### config.mk
export PLATFORM = sky130hd
export DESIGN_NAME = eqmc_quadrant_ctrl
export DESIGN_NICKNAME = d
export VERILOG_FILES = /design/src/include/eqmc_pkg.sv /design/src/hdl/eqmc_quadrant_ctrl.sv
export SDC_FILE = /design/constraint.sdc
export NUM_CORES = 1
export LEC_CHECK = 0
export BUFFER_PORTS_ARGS = -buffer_cell sky130_fd_sc_hd__buf_2
export CORE_MARGIN = 8
export CORE_UTILIZATION = 48
export DETAILED_ROUTE_END_ITERATION = 8
export PLACE_DENSITY = 0.85
export SETUP_SLACK_MARGIN = 0.1
export SYNTH_ARGS = -nofsm -noshare
export SYNTH_HDL_FRONTEND = slang
export SYNTH_SLANG_ARGS = --single-unit
### constraint.sdc
create_clock -name clk -period 1.7 [get_ports clk]
set_clock_uncertainty 0.15 [all_clocks]
set_input_delay 0.34 -clock clk [delete_from_list [all_inputs] [get_ports clk]]
set_output_delay 0.34 -clock clk [all_outputs]
set_load 0.03 [all_outputs]
### src/include/eqmc_pkg.sv
package eqmc_pkg;

    // Register offsets within one quadrant
    localparam logic [8:0] EQMC_OFS_IRQ_SRC = 9'h008;
    localparam logic [8:0] EQMC_OFS_LINK = 9'h009;
    localparam logic [8:0] EQMC_OFS_DIAG = 9'h00a;
    localparam logic [8:0] EQMC_OFS_TEST = 9'h00b;

    // Interrupt source bit positions
    localparam int EQMC_SRC_JATT = 7;
    localparam int EQMC_SRC_PARITY = 6;
    localparam int EQMC_SRC_FRAMER = 5;
    localparam int EQMC_SRC_PERF = 4;
    localparam int EQMC_SRC_ESTORE = 3;
    localparam int EQMC_SRC_HDLC_RX = 2;
    localparam int EQMC_SRC_HDLC_TX = 1;
    localparam int EQMC_SRC_CLK_REC = 0;

    // National bit count, Sa4 in the top position
    localparam int EQMC_NATBITS = 5;

    // Values after reset
    localparam logic [6:0] EQMC_LINK_RST = 7'h10;
    localparam logic [3:0] EQMC_DIAG_RST = 4'h0;
    localparam logic [7:0] EQMC_SRC_RST = 8'h00;
    localparam logic [4:0] EQMC_NONE_PENDING = 5'h00;

    // Data-link enables, laid out as bits 6..0 of the register
    typedef struct packed {
        logic natbit_change_irq_en;
        logic natbit_change_flag;
        logic [4:0] extract_en;
    } eqmc_link_t;

    // Loopback and transmit controls
    typedef struct packed {
        logic payload_loopback_en;
        logic line_loopback_en;
        logic digital_loopback_en;
        logic transmit_disable;
    } eqmc_diag_t;

    // Test controls, laid out as bits 7..0 of the register
    typedef struct packed {
        logic test_select_plain;
        logic [1:0] substitute_addr_bits;
        logic factory_test_select;
        logic bus_driver_ctrl;
        logic board_test_select;
        logic data_bus_float;
        logic io_float;
    } eqmc_test_t;

    typedef enum logic [1:0] {LK_IDLE, LK_HIGH, LK_LOW} eqmc_lk_state_t;

endpackage

### src/hdl/eqmc_quadrant_ctrl.sv
`timescale 1ns/10ps
module eqmc_quadrant_ctrl
    import eqmc_pkg::*;
#(
    parameter logic [8:0] QUAD_BASE = 9'h000
) (
    // Clock and resets
    input wire logic clk,
    input wire logic rst_n,
    input wire logic quad_soft_reset,
    // Microprocessor pins
    input wire logic chip_select_n,
    input wire logic rd_n,
    input wire logic wr_n,
    input wire logic [8:0] addr,
    input wire logic [7:0] data_in,
    output logic [7:0] data_out,
    output logic data_oe,
    // Interrupt sources and pin
    input wire logic [7:0] block_irq,
    output logic irq_out_n,
    // National bits from the framer
    input wire logic natbit_valid,
    input wire logic [4:0] natbits,
    input wire logic ts16_strobe,
    input wire logic ts16_data,
    // Link routing controls and sources
    input wire logic link_internal_term_sel,
    input wire logic fractional_out_en,
    input wire logic frac_data,
    input wire logic frac_clock,
    input wire logic rx_link_irq_out,
    input wire logic rx_link_end_of_msg,
    output logic rx_link_data_out,
    output logic rx_link_clock_out,
    output logic hdlc_rx_data,
    output logic hdlc_rx_strobe,
    // Loopback data paths
    input wire logic es_data,
    input wire logic bp_tx_data,
    output logic tran_in,
    output logic backplane_rx_data,
    input wire logic cr_pos,
    input wire logic cr_neg,
    input wire logic tx_pos,
    input wire logic tx_neg,
    output logic jatt_in_pos,
    output logic jatt_in_neg,
    input wire logic jatt_out_pos,
    input wire logic jatt_out_neg,
    input wire logic line_pos,
    input wire logic line_neg,
    output logic rx_in_pos,
    output logic rx_in_neg,
    input wire logic tran_data,
    output logic tran_out,
    // Test controls
    output logic block_test_mode,
    output logic io_float
);

    function automatic logic hit(input logic [8:0] a, input logic [8:0] ofs);
        hit = (a == (QUAD_BASE | ofs));
    endfunction

    // Lowest-numbered pending position is Sa4 (bit 4), so the highest pending bit wins
    function automatic logic [4:0] first_pending(input logic [4:0] p);
        first_pending = 5'h00;
        for (int i = 0; i < EQMC_NATBITS; i++) begin
            if (p[i]) begin
                first_pending = 5'h00;
                first_pending[i] = 1'b1;
            end
        end
    endfunction

    // Pin synchronisers
    logic cs_n_m, cs_n_s, cs_n_d;
    logic rd_n_m, rd_n_s, rd_n_d;
    logic wr_n_m, wr_n_s, wr_n_d;
    logic [8:0] addr_m, addr_s;
    logic [7:0] din_m, din_s;

    always_ff @(posedge clk) begin
        cs_n_m <= chip_select_n;
        cs_n_s <= cs_n_m;
        cs_n_d <= cs_n_s;
        rd_n_m <= rd_n;
        rd_n_s <= rd_n_m;
        rd_n_d <= rd_n_s;
        wr_n_m <= wr_n;
        wr_n_s <= wr_n_m;
        wr_n_d <= wr_n_s;
        addr_m <= addr;
        addr_s <= addr_m;
        din_m <= data_in;
        din_s <= din_m;
    end

    eqmc_link_t link;
    eqmc_diag_t diag;
    eqmc_test_t test;
    logic [7:0] src_q;
    logic [4:0] prev_nat;
    logic nat_seen;

    wire logic [8:0] eff_addr = test.factory_test_select ?
        {test.substitute_addr_bits, addr_s[6:0]} : addr_s;
    wire logic wr_evt = wr_n_s && !wr_n_d && !cs_n_d;
    wire logic rd_active = !rd_n_s && !cs_n_s;
    wire logic rd_end = rd_n_s && !rd_n_d && !cs_n_d;
    wire logic wr_link = wr_evt && hit(eff_addr, EQMC_OFS_LINK);
    wire logic wr_diag = wr_evt && hit(eff_addr, EQMC_OFS_DIAG);
    wire logic wr_test = wr_evt && hit(eff_addr, EQMC_OFS_TEST);
    wire logic rd_link_end = rd_end && hit(eff_addr, EQMC_OFS_LINK);
    wire logic soft_clr = !rst_n || quad_soft_reset;

    // National change detect on bits that are not extracted
    wire logic [4:0] nat_diff = (natbits ^ prev_nat) & ~link.extract_en;
    wire logic nat_change = natbit_valid && nat_seen && (|nat_diff);
    wire logic next_flag = nat_change ? 1'b1 :
        (rd_link_end ? 1'b0 : link.natbit_change_flag);

    // Interrupt sources; combined framer bit
    wire logic nat_irq = link.natbit_change_flag
        && link.natbit_change_irq_en;
    logic [7:0] next_src;
    always_comb begin
        next_src = block_irq;
        next_src[EQMC_SRC_FRAMER] = block_irq[EQMC_SRC_FRAMER]
            || nat_irq;
    end

    always_ff @(posedge clk) begin
        if (soft_clr) begin
            link <= EQMC_LINK_RST;
            diag <= EQMC_DIAG_RST;
            prev_nat <= EQMC_NONE_PENDING;
            nat_seen <= 1'b0;
        end else begin
            if (wr_link) begin
                link.natbit_change_irq_en <= din_s[6];
                link.extract_en <= din_s[4:0];
            end
            link.natbit_change_flag <= next_flag;
            if (wr_diag) begin
                diag <= {din_s[5], din_s[4], din_s[2], din_s[0]};
            end
            if (natbit_valid) begin
                prev_nat <= natbits;
                nat_seen <= 1'b1;
            end
        end
    end

    always_ff @(posedge clk) begin
        if (!rst_n) begin
            src_q <= EQMC_SRC_RST;
            irq_out_n <= 1'b1;
        end else begin
            src_q <= next_src;
            irq_out_n <= !(|next_src);
        end
    end

    // Test register: hard reset only, address bits kept, factory select cleared while chip select is high
    always_ff @(posedge clk) begin
        if (!rst_n) begin
            test.test_select_plain <= 1'b0;
            test.bus_driver_ctrl <= 1'b0;
            test.board_test_select <= 1'b0;
            test.data_bus_float <= 1'b0;
            test.io_float <= 1'b0;
        end else if (wr_test) begin
            test.test_select_plain <= din_s[7];
            test.bus_driver_ctrl <= din_s[3];
            test.board_test_select <= din_s[2];
            test.data_bus_float <= din_s[1];
            test.io_float <= din_s[0];
        end
        if (wr_test) begin
            test.substitute_addr_bits <= din_s[6:5];
        end
        if (cs_n_s) begin
            test.factory_test_select <= 1'b0;
        end else if (wr_test) begin
            test.factory_test_select <= din_s[4];
        end
    end

    // Register read and data bus drive
    wire logic [7:0] rd_mux =
        hit(eff_addr, EQMC_OFS_IRQ_SRC) ? src_q :
        hit(eff_addr, EQMC_OFS_LINK) ? {1'b0, link} :
        hit(eff_addr, EQMC_OFS_DIAG) ? {2'b00, diag.payload_loopback_en,
            diag.line_loopback_en, 1'b0, diag.digital_loopback_en, 1'b0,
            diag.transmit_disable} :
        hit(eff_addr, EQMC_OFS_TEST) ? {1'b0, test.substitute_addr_bits,
            2'b00, test.board_test_select, 1'b0, test.io_float} : 8'h00;
    wire logic any_test = test.board_test_select
        || test.factory_test_select;
    wire logic bus_by_cs = test.bus_driver_ctrl && any_test;
    wire logic next_oe = bus_by_cs ? cs_n_s
        : (rd_active && !test.data_bus_float);

    always_ff @(posedge clk) begin
        if (!rst_n) begin
            data_out <= 8'h00;
            data_oe <= 1'b0;
            block_test_mode <= 1'b0;
            io_float <= 1'b0;
        end else begin
            data_out <= rd_mux;
            data_oe <= next_oe;
            block_test_mode <= any_test || test.test_select_plain;
            io_float <= test.io_float;
        end
    end

    // Data-link serialiser: one clock pulse per enabled national bit
    eqmc_lk_state_t lk_state;
    logic [4:0] pend;
    logic [4:0] sa_cap;
    wire logic [4:0] cur = first_pending(pend);
    wire logic ts16_mode = (link.extract_en == EQMC_NONE_PENDING);

    always_ff @(posedge clk) begin
        if (soft_clr) begin
            lk_state <= LK_IDLE;
            pend <= EQMC_NONE_PENDING;
            sa_cap <= EQMC_NONE_PENDING;
        end else begin
            unique case (lk_state)
                LK_IDLE: begin
                    if (natbit_valid && !ts16_mode) begin
                        pend <= link.extract_en;
                        sa_cap <= natbits;
                        lk_state <= LK_HIGH;
                    end
                end
                LK_HIGH: begin
                    lk_state <= LK_LOW;
                end
                LK_LOW: begin
                    pend <= pend & ~cur;
                    lk_state <= ((pend & ~cur) != EQMC_NONE_PENDING) ?
                        LK_HIGH : LK_IDLE;
                end
                default: begin
                    lk_state <= LK_IDLE;
                end
            endcase
        end
    end

    wire logic lk_bit = ts16_mode ? ts16_data : (|(sa_cap & cur));
    wire logic lk_pulse = ts16_mode ? ts16_strobe
        : (lk_state == LK_HIGH);

    // Shared pin routing: fractional, then termination, then raw link
    wire logic pin_data = fractional_out_en ? frac_data :
        link_internal_term_sel ? rx_link_irq_out : lk_bit;
    wire logic pin_clk = fractional_out_en ? frac_clock :
        link_internal_term_sel ? rx_link_end_of_msg : lk_pulse;

    always_ff @(posedge clk) begin
        if (soft_clr) begin
            rx_link_data_out <= 1'b0;
            rx_link_clock_out <= 1'b0;
            hdlc_rx_data <= 1'b0;
            hdlc_rx_strobe <= 1'b0;
        end else begin
            rx_link_data_out <= pin_data;
            rx_link_clock_out <= pin_clk;
            hdlc_rx_data <= lk_bit;
            hdlc_rx_strobe <= lk_pulse && link_internal_term_sel;
        end
    end

    // Loopback and transmit data paths
    always_ff @(posedge clk) begin
        if (soft_clr) begin
            tran_in <= 1'b0;
            backplane_rx_data <= 1'b1;
            jatt_in_pos <= 1'b0;
            jatt_in_neg <= 1'b0;
            rx_in_pos <= 1'b0;
            rx_in_neg <= 1'b0;
            tran_out <= 1'b0;
        end else begin
            tran_in <= diag.payload_loopback_en ? es_data : bp_tx_data;
            backplane_rx_data <= diag.payload_loopback_en
                || es_data;
            jatt_in_pos <= diag.line_loopback_en ? cr_pos : tx_pos;
            jatt_in_neg <= diag.line_loopback_en ? cr_neg : tx_neg;
            rx_in_pos <= diag.digital_loopback_en ?
                jatt_out_pos : line_pos;
            rx_in_neg <= diag.digital_loopback_en ? jatt_out_neg : line_neg;
            tran_out <= tran_data && !diag.transmit_disable;
        end
    end

    // Checks
    AST_IRQ_PIN: assert property (
        @(posedge clk) disable iff (!rst_n) irq_out_n == !(|src_q))
        else $error("interrupt pin disagrees with sources");
    AST_SRC_COMBINED: assert property (
        @(posedge clk) disable iff (!rst_n)
        (nat_irq && !quad_soft_reset) |=> src_q[EQMC_SRC_FRAMER])
        else $error("combined framer source bit not set");
    AST_FLAG_SET: assert property (
        @(posedge clk) disable iff (soft_clr)
        nat_change |=> link.natbit_change_flag)
        else $error("national change flag not set");
    AST_FLAG_CLEAR: assert property (
        @(posedge clk) disable iff (soft_clr)
        (rd_link_end && !nat_change) |=> !link.natbit_change_flag)
        else $error("national change flag not cleared by read");
    AST_LINK_RESET: assert property (
        @(posedge clk) !rst_n |=> link == EQMC_LINK_RST)
        else $error("link register reset value wrong");
    AST_DIAG_RESET: assert property (
        @(posedge clk) !rst_n |=> diag == EQMC_DIAG_RST)
        else $error("loopback selects not cleared");
    AST_TRANSMIT_DISABLE: assert property (
        @(posedge clk) disable iff (soft_clr)
        diag.transmit_disable |=> !tran_out)
        else $error("transmit output not forced to zero");
    AST_PAYLOAD: assert property (
        @(posedge clk) disable iff (soft_clr)
        diag.payload_loopback_en |=>
            backplane_rx_data && tran_in == $past(es_data))
        else $error("payload loopback path wrong");
    AST_TS16: assert property (
        @(posedge clk) disable iff (soft_clr)
        (ts16_mode && !fractional_out_en && !link_internal_term_sel
            && ts16_strobe) |=>
            rx_link_clock_out && rx_link_data_out == $past(ts16_data))
        else $error("timeslot 16 link not presented");
    AST_FRAC: assert property (
        @(posedge clk) disable iff (soft_clr)
        fractional_out_en |=> rx_link_data_out == $past(frac_data)
            && rx_link_clock_out == $past(frac_clock))
        else $error("fractional outputs lost priority");
    AST_DBUS: assert property (
        @(posedge clk) disable iff (!rst_n)
        (bus_by_cs && cs_n_s) |=> data_oe)
        else $error("data bus not driven with chip select high");
    AST_LINK_PULSE: assert property (
        @(posedge clk) disable iff (soft_clr)
        (lk_state == LK_HIGH) |=> lk_state == LK_LOW ##1
            (lk_state == LK_HIGH || lk_state == LK_IDLE))
        else $error("link clock pulse sequence broken");

endmodule

After elaboration in Yosys (flattened, before gate mapping)

Index checks and enable logic that the tools add are counted.

Bitwise operators: 6
Equality and inequality tests: 7
Multiplexer cells: 29
Reductions and logical operators: 42

Operators with widths:

| cell                                          | number |
|---|---|
| == test 9 x 4 -> 1 bit, second input constant | 4 |
| 2-to-1 mux 5 bit                              | 5 |
| 2-to-1 mux 7 bit                              | 3 |
| logical AND 1 bit                             | 17 |
| 2-to-1 mux 1 bit                              | 16 |
| AND 5 bit                                     | 3 |
| zero test 1 bit                               | 10 |
| inverter 5 bit                                | 2 |
| case mux 5 bit (2 select lines)               | 1 |
| OR reduction 5 bit                            | 2 |
| 2-to-1 mux 9 bit                              | 1 |
| 2-to-1 mux 8 bit                              | 1 |
| OR reduction 8 bit                            | 1 |
| case mux 2 bit (3 select lines)               | 1 |
| zero test 5 bit                               | 1 |
| logical OR 1 bit                              | 5 |
| nonzero test 5 bit                            | 1 |
| XOR 5 bit                                     | 1 |
| AND reduction 2 bit                           | 2 |
| nonzero test 2 bit                            | 2 |
| == test 2 x 1 -> 1 bit, second input constant | 1 |
| == test 2 bit, second input constant          | 1 |
| zero test 2 bit                               | 1 |
| 2-to-1 mux 2 bit                              | 1 |
| != test 2 bit, second input constant          | 1 |

Output and inout port bits: 23
Register bits: 111
Logic and storage cells: 133
Input port bits: 56

Longest topological paths before layout

Gate-level depths: netlist of run 1.

Word-level depth: 10
Mapped depth: 5
Depth with buffers taken out: 4

Worst setup path before layout of run 1

OpenSTA, ideal clock, no wires.

Kind: register to register
From: register test[6] in the netlist's numbering
To: register test[5] in the netlist's numbering, enable pin
Period minus slack after synthesis: 1.709 ns
Library setup time: 0.294 ns
Data required time: 1.256 ns
Stages on the path, launching flop included: 5
Arrival time: 1.264 ns
Path slack: -0.009 ns
Path buffers: 1
Cell sequence: edfxtp_1 > nor3b_1 > o2111ai_1 > buf_2 > inv_1

Longest elaborated chain between the ends: 3

Ends and longest elaborated chain:

| element                | RTL line                  | RTL |
|---|---|---|
| start, declared        | eqmc_quadrant_ctrl.sv:102 | `eqmc_test_t test;` |
| 2-to-1 mux 9 bit       | eqmc_quadrant_ctrl.sv:107 | `wire logic [8:0] eff_addr = test.factory_test_select ?` |
| == test 9 x 4 -> 1 bit | eqmc_quadrant_ctrl.sv:63  | `hit = (a == (QUAD_BASE \| ofs));` |
| logical AND 1 bit      | eqmc_quadrant_ctrl.sv:114 | `wire logic wr_test = wr_evt && hit(eff_addr, EQMC_OFS_TEST);` |
| named net wr_test      | eqmc_quadrant_ctrl.sv:114 |  |

The timed path passes the listed nets, and every way through them passes these cells.
A chain may end at the register's enable or synchronous reset.

Final worst setup path of run 1

From: register test[6] in the netlist's numbering
To: register link[4] in the netlist's numbering

Longest elaborated chain between the ends: 3

Ends and longest elaborated chain:

| element                | RTL line                  | RTL |
|---|---|---|
| 2-to-1 mux 9 bit       | eqmc_quadrant_ctrl.sv:107 |  |
| == test 9 x 4 -> 1 bit | eqmc_quadrant_ctrl.sv:63  |  |
| logical AND 1 bit      | eqmc_quadrant_ctrl.sv:112 | `wire logic wr_link = wr_evt && hit(eff_addr, EQMC_OFS_LINK);` |
| end, declared          | eqmc_quadrant_ctrl.sv:100 | `eqmc_link_t link;` |

No other way between the ends.

==> report_table.html, run 1 <==
<table>
<tr><th>Metric</th><th>Value</th></tr>
<tr><th colspan="2">Run status</th></tr>
<tr><td>Status</td><td>finished with violations</td></tr>
<tr><td>Failing checks</td><td>setup timing</td></tr>
<tr><th colspan="2">Placement</th></tr>
<tr><td>RePlAce Congestion</td><td>0.8642</td></tr>
<tr><td>Placement-stage cell area</td><td>0.004253 mm^2</td></tr>
<tr><td>Post-detail-place hpwl</td><td>6132 um</td></tr>
<tr><td>Cells after DPL</td><td>524</td></tr>
<tr><td>Total of buffers placed on input and output ports</td><td>78</td></tr>
<tr><th colspan="2">Hold path</th></tr>
<tr><td>Min-Delay Path Class</td><td>input pin to register</td></tr>
<tr><td>Hold wc startpoint</td><td>es_data</td></tr>
<tr><td>Hold path depth</td><td>2</td></tr>
<tr><td>Destination of the worst hold path</td><td>backplane_rx_data</td></tr>
<tr><th colspan="2">Logic synthesis</th></tr>
<tr><td>Yosys warnings</td><td>0</td></tr>
<tr><td>Count of state elements after synthesis</td><td>111</td></tr>
<tr><td>Cell accounting for the most synthesized area</td><td>dfxtp_1</td></tr>
<tr><td>Number of flops mapped to enable cells by yosys</td><td>2</td></tr>
<tr><td>Mean cell area of the mapped netlist</td><td>10.65 um^2</td></tr>
<tr><td>Leading cell types by total area after synthesis</td><td>dfxtp_1, mux2i_1, o21ai_0, nor2_1, nand2_1</td></tr>
<tr><td>Area fraction of the dominant cell type after synthesis</td><td>0.6062</td></tr>
<tr><td>Number of standard cells after synthesis</td><td>338</td></tr>
<tr><td>Top flip-flop cell by instance count after synthesis</td><td>dfxtp_1</td></tr>
<tr><td>Number of distinct standard cells referenced by the synthesized netlist</td><td>43</td></tr>
<tr><td>Post-synthesis net count</td><td>394</td></tr>
<tr><td>Share of synthesized area occupied by flip-flops and latches</td><td>0.6229</td></tr>
<tr><td>Asr flop ratio synth</td><td>0</td></tr>
<tr><td>Post-Syn Area</td><td>0.003600 mm^2</td></tr>
<tr><th colspan="2">Floorplanning</th></tr>
<tr><td>Vertical die dimension</td><td>102.6 um</td></tr>
<tr><td>Initial core utilization</td><td>0.4963</td></tr>
<tr><td>Core box area</td><td>0.007253 mm^2</td></tr>
<tr><td>Top-Level Pins</td><td>79</td></tr>
<tr><td>Die ar.</td><td>0.01053 mm^2</td></tr>
<tr><td>Cell row count</td><td>31</td></tr>
<tr><td>Chip width</td><td>102.6 um</td></tr>
<tr><th colspan="2">Detailed routing</th></tr>
<tr><td>Vias per std cell</td><td>5.510</td></tr>
<tr><td>Wirelength per Cell</td><td>18.01 um</td></tr>
<tr><td>Total routed wirelength</td><td>10290 um</td></tr>
<tr><td>DRC Markers</td><td>0</td></tr>
<tr><td>Violation count after the first detailed-routing iteration</td><td>240</td></tr>
<tr><td>Vias</td><td>3146</td></tr>
<tr><td>Remaining antenna violation count after routing</td><td>0</td></tr>
<tr><td>1st-pass router iterations</td><td>6</td></tr>
<tr><th colspan="2">STA</th></tr>
<tr><td>Setup violators final</td><td>14</td></tr>
<tr><td>Unrepaired setup endpoints after global routing</td><td>true</td></tr>
<tr><td>Least setup slack across all paths after layout</td><td>-0.1437 ns</td></tr>
<tr><td>Worst slew margin relative to its limit</td><td>0.6603</td></tr>
<tr><td>Measured slew at the worst slew-check pin</td><td>0.4968 ns</td></tr>
<tr><td>Max Fclk</td><td>542.4 MHz</td></tr>
<tr><td>Final clock period utilization by the worst path</td><td>1.085</td></tr>
<tr><td>Final period demand of the worst path</td><td>1.844 ns</td></tr>
<tr><td>Number of max-slew violations in the final report</td><td>0</td></tr>
<tr><td>Setup total negative slack</td><td>-0.6243 ns</td></tr>
<tr><td>Hold Fails Final Rpt</td><td>0</td></tr>
<tr><th colspan="2">Setup path</th></tr>
<tr><td>Number of cells traversed by the worst register-to-register path</td><td>6</td></tr>
<tr><td>Worst reg2reg path endpoint</td><td>link[4]</td></tr>
<tr><td>Standard cell with the maximum stage delay on the critical path</td><td>edfxtp_1</td></tr>
<tr><td>Reg-to-Reg Start</td><td>test[6]</td></tr>
<tr><td>Worst path top cell family by delay</td><td>flip-flops</td></tr>
<tr><td>Cell occurring most often along the worst timing path</td><td>buf_6</td></tr>
<tr><td>Crit-path max cell delay</td><td>0.48 ns</td></tr>
<tr><td>Flop2flop setup slack</td><td>-0.14 ns</td></tr>
<tr><td>Buffers &amp; Inverters on Critical Path</td><td>2</td></tr>
<tr><td>Cell chain of the critical path</td><td>nor3b_4 -&gt; buf_6 -&gt; o2111ai_2 -&gt; buf_6 -&gt; nor3_1 -&gt; a31oi_1</td></tr>
<tr><td>Kind of start point of the critical path</td><td>register</td></tr>
<tr><td>Worst EP required</td><td>1.79 ns</td></tr>
<tr><td>Critical-path maximum fanout</td><td>6</td></tr>
<tr><td>Depth of the critical timing path with buffers and inverters included</td><td>6</td></tr>
<tr><td>Arrival time of the worst setup path</td><td>1.93 ns</td></tr>
<tr><td>Category of the worst setup path capture point</td><td>register</td></tr>
<tr><td>Worst setup path category</td><td>register to register</td></tr>
<tr><th colspan="2">Global routing</th></tr>
<tr><td>Largest net degree at the start of global routing</td><td>24</td></tr>
<tr><td>Number of global-route vias before repair</td><td>3079</td></tr>
<tr><td>Wire length of the first global-routing pass</td><td>14480 um</td></tr>
<tr><td>Overall overflow remaining after global route</td><td>0</td></tr>
<tr><td>Number of antenna violations at the first check in global routing</td><td>0</td></tr>
<tr><td>GRT Util Overall</td><td>0.1751</td></tr>
<tr><th colspan="2">Layout</th></tr>
<tr><td>Layout overhead on the synthesized area</td><td>37.64%</td></tr>
<tr><td>Post-route cell area</td><td>0.004955 mm^2</td></tr>
<tr><td>Share of cells above drive strength 1</td><td>0.3581</td></tr>
<tr><td>Final cell count without fillers</td><td>571</td></tr>
<tr><td>Number of antenna cells inserted</td><td>0</td></tr>
<tr><td>Nets@finish</td><td>523</td></tr>
<tr><th colspan="2">CTS</th></tr>
<tr><td>Deepest level of the CTS H-tree</td><td>3</td></tr>
<tr><td>Insertion delay of the later-clocked pin in the worst-skew pair</td><td>0.37 ns</td></tr>
<tr><td>Clock slew seen by the registers of the worst setup and hold paths</td><td>0.10 ns</td></tr>
<tr><td>Buffer type at the clock tree root</td><td>clkbuf_8</td></tr>
<tr><td>Buffer levels on the longest clock path</td><td>2</td></tr>
<tr><td>Number of sinks driven by the clock tree</td><td>111</td></tr>
<tr><td>Clock buffer count from CTS</td><td>9</td></tr>
<tr><td>TritonCTS clock tree</td><td>built</td></tr>
<tr><th colspan="2">Pwr</th></tr>
<tr><td>Power density cells</td><td>919.2 mW/mm^2</td></tr>
<tr><td>Leak Pwr</td><td>0.002063 uW</td></tr>
<tr><td>VDD IR-drop max</td><td>0.5210 mV</td></tr>
<tr><td>Post-layout power</td><td>4555 uW</td></tr>
<tr><th colspan="2">Job</th></tr>
<tr><td>Max-capacitance violation count</td><td>0</td></tr>
</table>
## cell usage in the layout, fill, tap and decap left out, types with 9 or more instances in the layout
cell           instances
o21ai_1               10
nand2_1               19
dlygate4sd3_1         20
o21ai_0               11
clkbuf_8               9
a21oi_1               10
nor2_1                32
dfxtp_1              104
buf_2                 78
nand3_2                9
mux2i_1               21
buf_4                 28
## power by group
part / internal, uW / switching, uW
sequential: 2700 / 49.9
combinational: 174 / 181
clock: 550 / 904
## area by class of cell
type / count / area [um^2]
Fill cell: 497 / 2298
Clock inverter: 7 / 53.80
Timing Repair Buffer: 133 / 879.6
Multi-Input combinational cell: 207 / 1506
Tap cell: 99 / 123.9
Inverter: 5 / 18.77
Sequential cell: 111 / 2248
Clock buffer: 9 / 123.9
## per-stage QoR
stage	hold slack, ns	setup WS (ns)	util
2_1_floorplan	0.1596	0.02749	-
3_3_place_gp	0.1619	0.01727	0.5863
3_5_place_dp	0.1621	-0.04608	0.5863
4_1_cts	0.02945	-0.03785	0.6524
5_1_grt	0.03536	-0.1531	0.6831
6_report	0.02841	-0.1437	0.6831
## synth_stat cells, types with 2 or more instances
master,count
mux2i_1,22
edfxtp_1,2
nand3_1,14
nor3_1,11
nand2_1,20
buf_2,2
nor4_1,5
a31oi_1,5
o21ai_0,24
dfxtp_1,109
xnor2_1,5
and2_1,8
nor2b_1,8
o31ai_1,2
or3_1,3
o22ai_1,2
nand2b_1,4
a32o_1,3
inv_1,5
nor2_1,32
o41ai_1,3
nand3b_1,2
a21oi_1,11
clkbuf_1,12
a221oi_1,2
o2111ai_1,3
nor3b_1,3
## metal layers
metal,vias up,part of all wire,global-route usage
met3,31,0.093,0.04186
met2,178,0.50,0.3117
met4,0,0.037,0.09368
li1,1446,-,-
met5,-,0,0
met1,1491,0.37,0.1876
## worst max-delay path by stage
stage | from | slack, ns | endpoint
final | test[6] | -0.14 | link[4]
after global routing | test[6] | -0.15 | link[4]
after CTS | link[0] | -0.04 | sa_cap[4]
after detailed placement | link[0] | -0.05 | sa_cap[4]
after global placement | link[0] | 0.02 | sa_cap[2]
after floorplan | link[0] | 0.03 | sa_cap[0]
## cells by family (layout without fill, tap and decap cells)
group / after synthesis / count (layout) / synth area share
compound gates: 63 / 63 / 0.1151
mux: 22 / 22 / 0.06117
fa+ha+maj: 1 / 1 / 0.002781
flops: 111 / 111 / 0.6229
buf+inv: 20 / 154 / 0.02155
xor+xnor: 5 / 5 / 0.01216
simple gates: 116 / 116 / 0.1644
## flip-flops by register name (all words and copies together) (netlist names), 7 cells and up
name / cells
din_s: 8
addr_m: 9
src_q: 8
test: 8
din_m: 8
data_out: 8
link: 7
addr_s: 9
## timing repair
action / CTS / global route
hold buffers: 20 / 0
resized for setup: 9 / 57
setup endpoints to repair: 25 / 36
hold endpoints to repair: 20 / 0
cloned: 1 / 1
setup buffers: 4 / 5
pin swaps: 7 / 19
(Power assumes the default switching activity.)
==> run 2, diff against run 1 <==
--- a/config.mk
+++ b/config.mk
@@ -10,7 +10,6 @@
 export CORE_UTILIZATION = 48
 export DETAILED_ROUTE_END_ITERATION = 8
 export PLACE_DENSITY = 0.85
-export SETUP_SLACK_MARGIN = 0.1
 export SYNTH_ARGS = -nofsm -noshare
 export SYNTH_HDL_FRONTEND = slang
 export SYNTH_SLANG_ARGS = --single-unit
==> run 2 against run 1 <==
Compared with the run above:
- the flow still finishes with violations (setup timing)
- setup slack better by 0.11 ns
- final cell count down 1.9%
- final area is 5.4% lower
- critical path depth is 2 lower
- first-iteration DRC count is 33% lower
- register-to-register slack improved by 0.11 ns
- count of clock-buffer cells in the layout increased by 2
- die area stayed put
- flip-flop and latch count unchanged
- fmax grew 6.6%
- via count decreased by 4.3%
- critical path type unchanged
==> report_table.html, run 2 (synthesis results as in run 1) <==
<table>
<tr><th>Metric</th><th>Value</th></tr>
<tr><th colspan="2">Detailed routing</th></tr>
<tr><td>DRC Markers</td><td>0 (unchanged)</td></tr>
<tr><td>Wirelength per Cell</td><td>15.91 um (was 18.01 um)</td></tr>
<tr><td>Vias per std cell</td><td>5.377 (was 5.510)</td></tr>
<tr><td>Remaining antenna violation count after routing</td><td>0 (unchanged)</td></tr>
<tr><td>Total routed wirelength</td><td>8912 um (was 10290 um)</td></tr>
<tr><td>Vias</td><td>3011 (was 3146)</td></tr>
<tr><td>1st-pass router iterations</td><td>6 (unchanged)</td></tr>
<tr><td>Violation count after the first detailed-routing iteration</td><td>161 (was 240)</td></tr>
<tr><th colspan="2">Setup path</th></tr>
<tr><td>Crit-path max cell delay</td><td>0.57 ns (was 0.48 ns)</td></tr>
<tr><td>Flop2flop setup slack</td><td>-0.03 ns (was -0.14 ns)</td></tr>
<tr><td>Buffers &amp; Inverters on Critical Path</td><td>0 (was 2)</td></tr>
<tr><td>Worst setup path category</td><td>register to register (unchanged)</td></tr>
<tr><td>Kind of start point of the critical path</td><td>register (unchanged)</td></tr>
<tr><td>Worst path top cell family by delay</td><td>simple AND/OR/NAND/NOR gates (was flip-flops)</td></tr>
<tr><td>Number of cells traversed by the worst register-to-register path</td><td>4 (was 6)</td></tr>
<tr><td>Critical-path maximum fanout</td><td>6 (unchanged)</td></tr>
<tr><td>Worst EP required</td><td>1.81 ns (was 1.79 ns)</td></tr>
<tr><td>Arrival time of the worst setup path</td><td>1.84 ns (was 1.93 ns)</td></tr>
<tr><td>Reg-to-Reg Start</td><td>link[0] (was test[6])</td></tr>
<tr><td>Standard cell with the maximum stage delay on the critical path</td><td>or4_4 (was edfxtp_1)</td></tr>
<tr><td>Cell chain of the critical path</td><td>or4_4 -&gt; o211ai_4 -&gt; mux2i_1 -&gt; nor2_1 (was nor3b_4 -&gt; buf_6 -&gt; o2111ai_2 -&gt; buf_6 -&gt; nor3_1 -&gt; a31oi_1)</td></tr>
<tr><td>Worst reg2reg path endpoint</td><td>sa_cap[3] (was link[4])</td></tr>
<tr><td>Category of the worst setup path capture point</td><td>register (unchanged)</td></tr>
<tr><th colspan="2">Layout</th></tr>
<tr><td>Final Util</td><td>0.6462 (was 0.6831)</td></tr>
<tr><td>Share of cells above drive strength 1</td><td>0.2842 (was 0.3581)</td></tr>
<tr><td>Nets@finish</td><td>512 (was 523)</td></tr>
<tr><td>Number of antenna cells inserted</td><td>0 (unchanged)</td></tr>
<tr><td>Most frequent standard cell in the layout excluding fill and tap cells</td><td>dfxtp_1 (unchanged)</td></tr>
<tr><td>Top library cells by usage in the layout, fill and taps aside</td><td>dfxtp_1, buf_2, nor2_1 (unchanged)</td></tr>
<tr><td>Largest regs</td><td>addr_m x9, addr_s x9 (unchanged)</td></tr>
<tr><td>Layout overhead on the synthesized area</td><td>30.21% (was 37.64%)</td></tr>
<tr><th colspan="2">Hold path</th></tr>
<tr><td>Hold wc startpoint</td><td>block_irq[0] (was es_data)</td></tr>
<tr><td>Hold path depth</td><td>2 (unchanged)</td></tr>
<tr><td>Min-Delay Path Class</td><td>input pin to register (unchanged)</td></tr>
<tr><td>Destination of the worst hold path</td><td>irq_out_n (was backplane_rx_data)</td></tr>
<tr><th colspan="2">CTS</th></tr>
<tr><td>Buffer levels on the longest clock path</td><td>2 (unchanged)</td></tr>
<tr><td>TritonCTS clock tree</td><td>built (unchanged)</td></tr>
<tr><td>Buffer type at the clock tree root</td><td>clkbuf_8 (unchanged)</td></tr>
<tr><td>Clock slew seen by the registers of the worst setup and hold paths</td><td>0.11 ns (was 0.10 ns)</td></tr>
<tr><td>Deepest level of the CTS H-tree</td><td>3 (unchanged)</td></tr>
<tr><td>Clock buffer count from CTS</td><td>9 (unchanged)</td></tr>
<tr><td>Number of sinks driven by the clock tree</td><td>111 (unchanged)</td></tr>
<tr><td>Insertion delay of the later-clocked pin in the worst-skew pair</td><td>0.37 ns (about the same)</td></tr>
<tr><th colspan="2">STA</th></tr>
<tr><td>Final clock period utilization by the worst path</td><td>1.018 (was 1.085)</td></tr>
<tr><td>Measured slew at the worst slew-check pin</td><td>0.4789 ns (was 0.4968 ns)</td></tr>
<tr><td>Worst slew margin relative to its limit</td><td>0.6725 (was 0.6603)</td></tr>
<tr><td>Least setup slack across all paths after layout</td><td>-0.03014 ns (was -0.1437 ns)</td></tr>
<tr><td>Unrepaired setup endpoints after global routing</td><td>true (unchanged)</td></tr>
<tr><td>Number of max-slew violations in the final report</td><td>0 (unchanged)</td></tr>
<tr><td>Hold Fails Final Rpt</td><td>0 (unchanged)</td></tr>
<tr><td>Setup total negative slack</td><td>-0.05681 ns (was -0.6243 ns)</td></tr>
<tr><td>Final period demand of the worst path</td><td>1.730 ns (was 1.844 ns)</td></tr>
<tr><td>Worst-case hold slack</td><td>0.005371 ns (was 0.02841 ns)</td></tr>
<tr><td>Setup violators final</td><td>3 (was 14)</td></tr>
<tr><td>Max Fclk</td><td>578.0 MHz (was 542.4 MHz)</td></tr>
<tr><th colspan="2">Run status</th></tr>
<tr><td>Failing checks</td><td>setup timing (unchanged)</td></tr>
<tr><td>Status</td><td>finished with violations (unchanged)</td></tr>
<tr><th colspan="2">Global routing</th></tr>
<tr><td>GRT Util Overall</td><td>0.1681 (was 0.1751)</td></tr>
<tr><td>Number of antenna violations at the first check in global routing</td><td>0 (unchanged)</td></tr>
<tr><td>Overall overflow remaining after global route</td><td>0 (unchanged)</td></tr>
<tr><td>Number of global-route vias before repair</td><td>2992 (was 3079)</td></tr>
<tr><td>Largest net degree at the start of global routing</td><td>24 (unchanged)</td></tr>
<tr><td>Wire length of the first global-routing pass</td><td>13780 um (was 14480 um)</td></tr>
<tr><th colspan="2">Floorplanning</th></tr>
<tr><td>Core box area</td><td>0.007253 mm^2 (unchanged)</td></tr>
<tr><td>Cell row count</td><td>31 (unchanged)</td></tr>
<tr><td>Chip width</td><td>102.6 um (unchanged)</td></tr>
<tr><td>Initial core utilization</td><td>0.4963 (unchanged)</td></tr>
<tr><td>Top-Level Pins</td><td>79 (unchanged)</td></tr>
<tr><td>Die ar.</td><td>0.01053 mm^2 (unchanged)</td></tr>
<tr><td>Vertical die dimension</td><td>102.6 um (unchanged)</td></tr>
<tr><th colspan="2">Pwr</th></tr>
<tr><td>Post-layout power</td><td>4534 uW (was 4555 uW)</td></tr>
<tr><td>Power density cells</td><td>967.5 mW/mm^2 (was 919.2 mW/mm^2)</td></tr>
<tr><td>VDD IR-drop max</td><td>0.5475 mV (was 0.5210 mV)</td></tr>
<tr><td>Leak Pwr</td><td>0.001981 uW (was 0.002063 uW)</td></tr>
<tr><th colspan="2">Placement</th></tr>
<tr><td>Total of buffers placed on input and output ports</td><td>78 (unchanged)</td></tr>
<tr><td>Post-detail-place hpwl</td><td>6073 um (was 6132 um)</td></tr>
<tr><td>RePlAce Congestion</td><td>0.8932 (was 0.8642)</td></tr>
<tr><th colspan="2">Job</th></tr>
<tr><td>Max-capacitance violation count</td><td>0 (unchanged)</td></tr>
</table>
## run 2: cell type report
type	instances	area (um^2)
Clock buffer	11	131.4
Clock inverter	5	46.29
Fill cell	542	2566
Inverter	5	18.77
Multi-Input combinational cell	207	1345
Sequential cell	111	2245
Tap cell	99	123.9
Timing Repair Buffer	122	777.0
## run 2: worst max path at each step
stage / startpoint / to / slack, ns / cells past startpoint
after global placement: link[0] / sa_cap[0] / 0.03 / 4
after floorplan: addr_s[5] / test[5] / 0.02 / 4
after detailed placement: test[6] / link[5] / -0.04 / 4
after CTS: link[0] / sa_cap[3] / -0.03 / 4
after global routing: link[0] / sa_cap[3] / -0.06 / 4
final: link[0] / sa_cap[3] / -0.03 / 4
## run 2: what timing repair did
| item | CTS | global route |
|---|---|---|
| resized for setup | 3 | 11 |
| hold buffers | 22 | 0 |
| setup endpoints to repair | 8 | 28 |
| hold endpoints to repair | 21 | 0 |
| pin swaps | 0 | 6 |
| setup buffers | 0 | 2 |
## run 2: per-stage QoR
stage               worst slack (ns)  instances  instance area [um^2]
floorplan                    0.01633        338                  3605
global placement             0.02614        521                  4218
detailed placement          -0.04162        521                  4218
CTS                         -0.03036        559                  4636
global route                -0.05875        560                  4687
finish                      -0.03014        560                  4687
## run 2: per-layer routing
metal  track usage  up-vias  wire (um)
li1              -     1428          -
met1        0.1835     1410       3493
met2        0.2937      144       4392
met3       0.03511       29        726
met4        0.1016        0        299
met5             0        -          0
## run 2: where the power goes
part,internal (uW),switching (uW),total [uW]
registers,2690,44.4,2740
clock network,567,900,1470
logic,167,161,328
## run 2: worst register-to-register path, cell delays in order, from the launching register on
cell and delay (ns):
dfxtp_1 0.32, or4_4 0.57, o211ai_4 0.30, mux2i_1 0.24, nor2_1 0.06
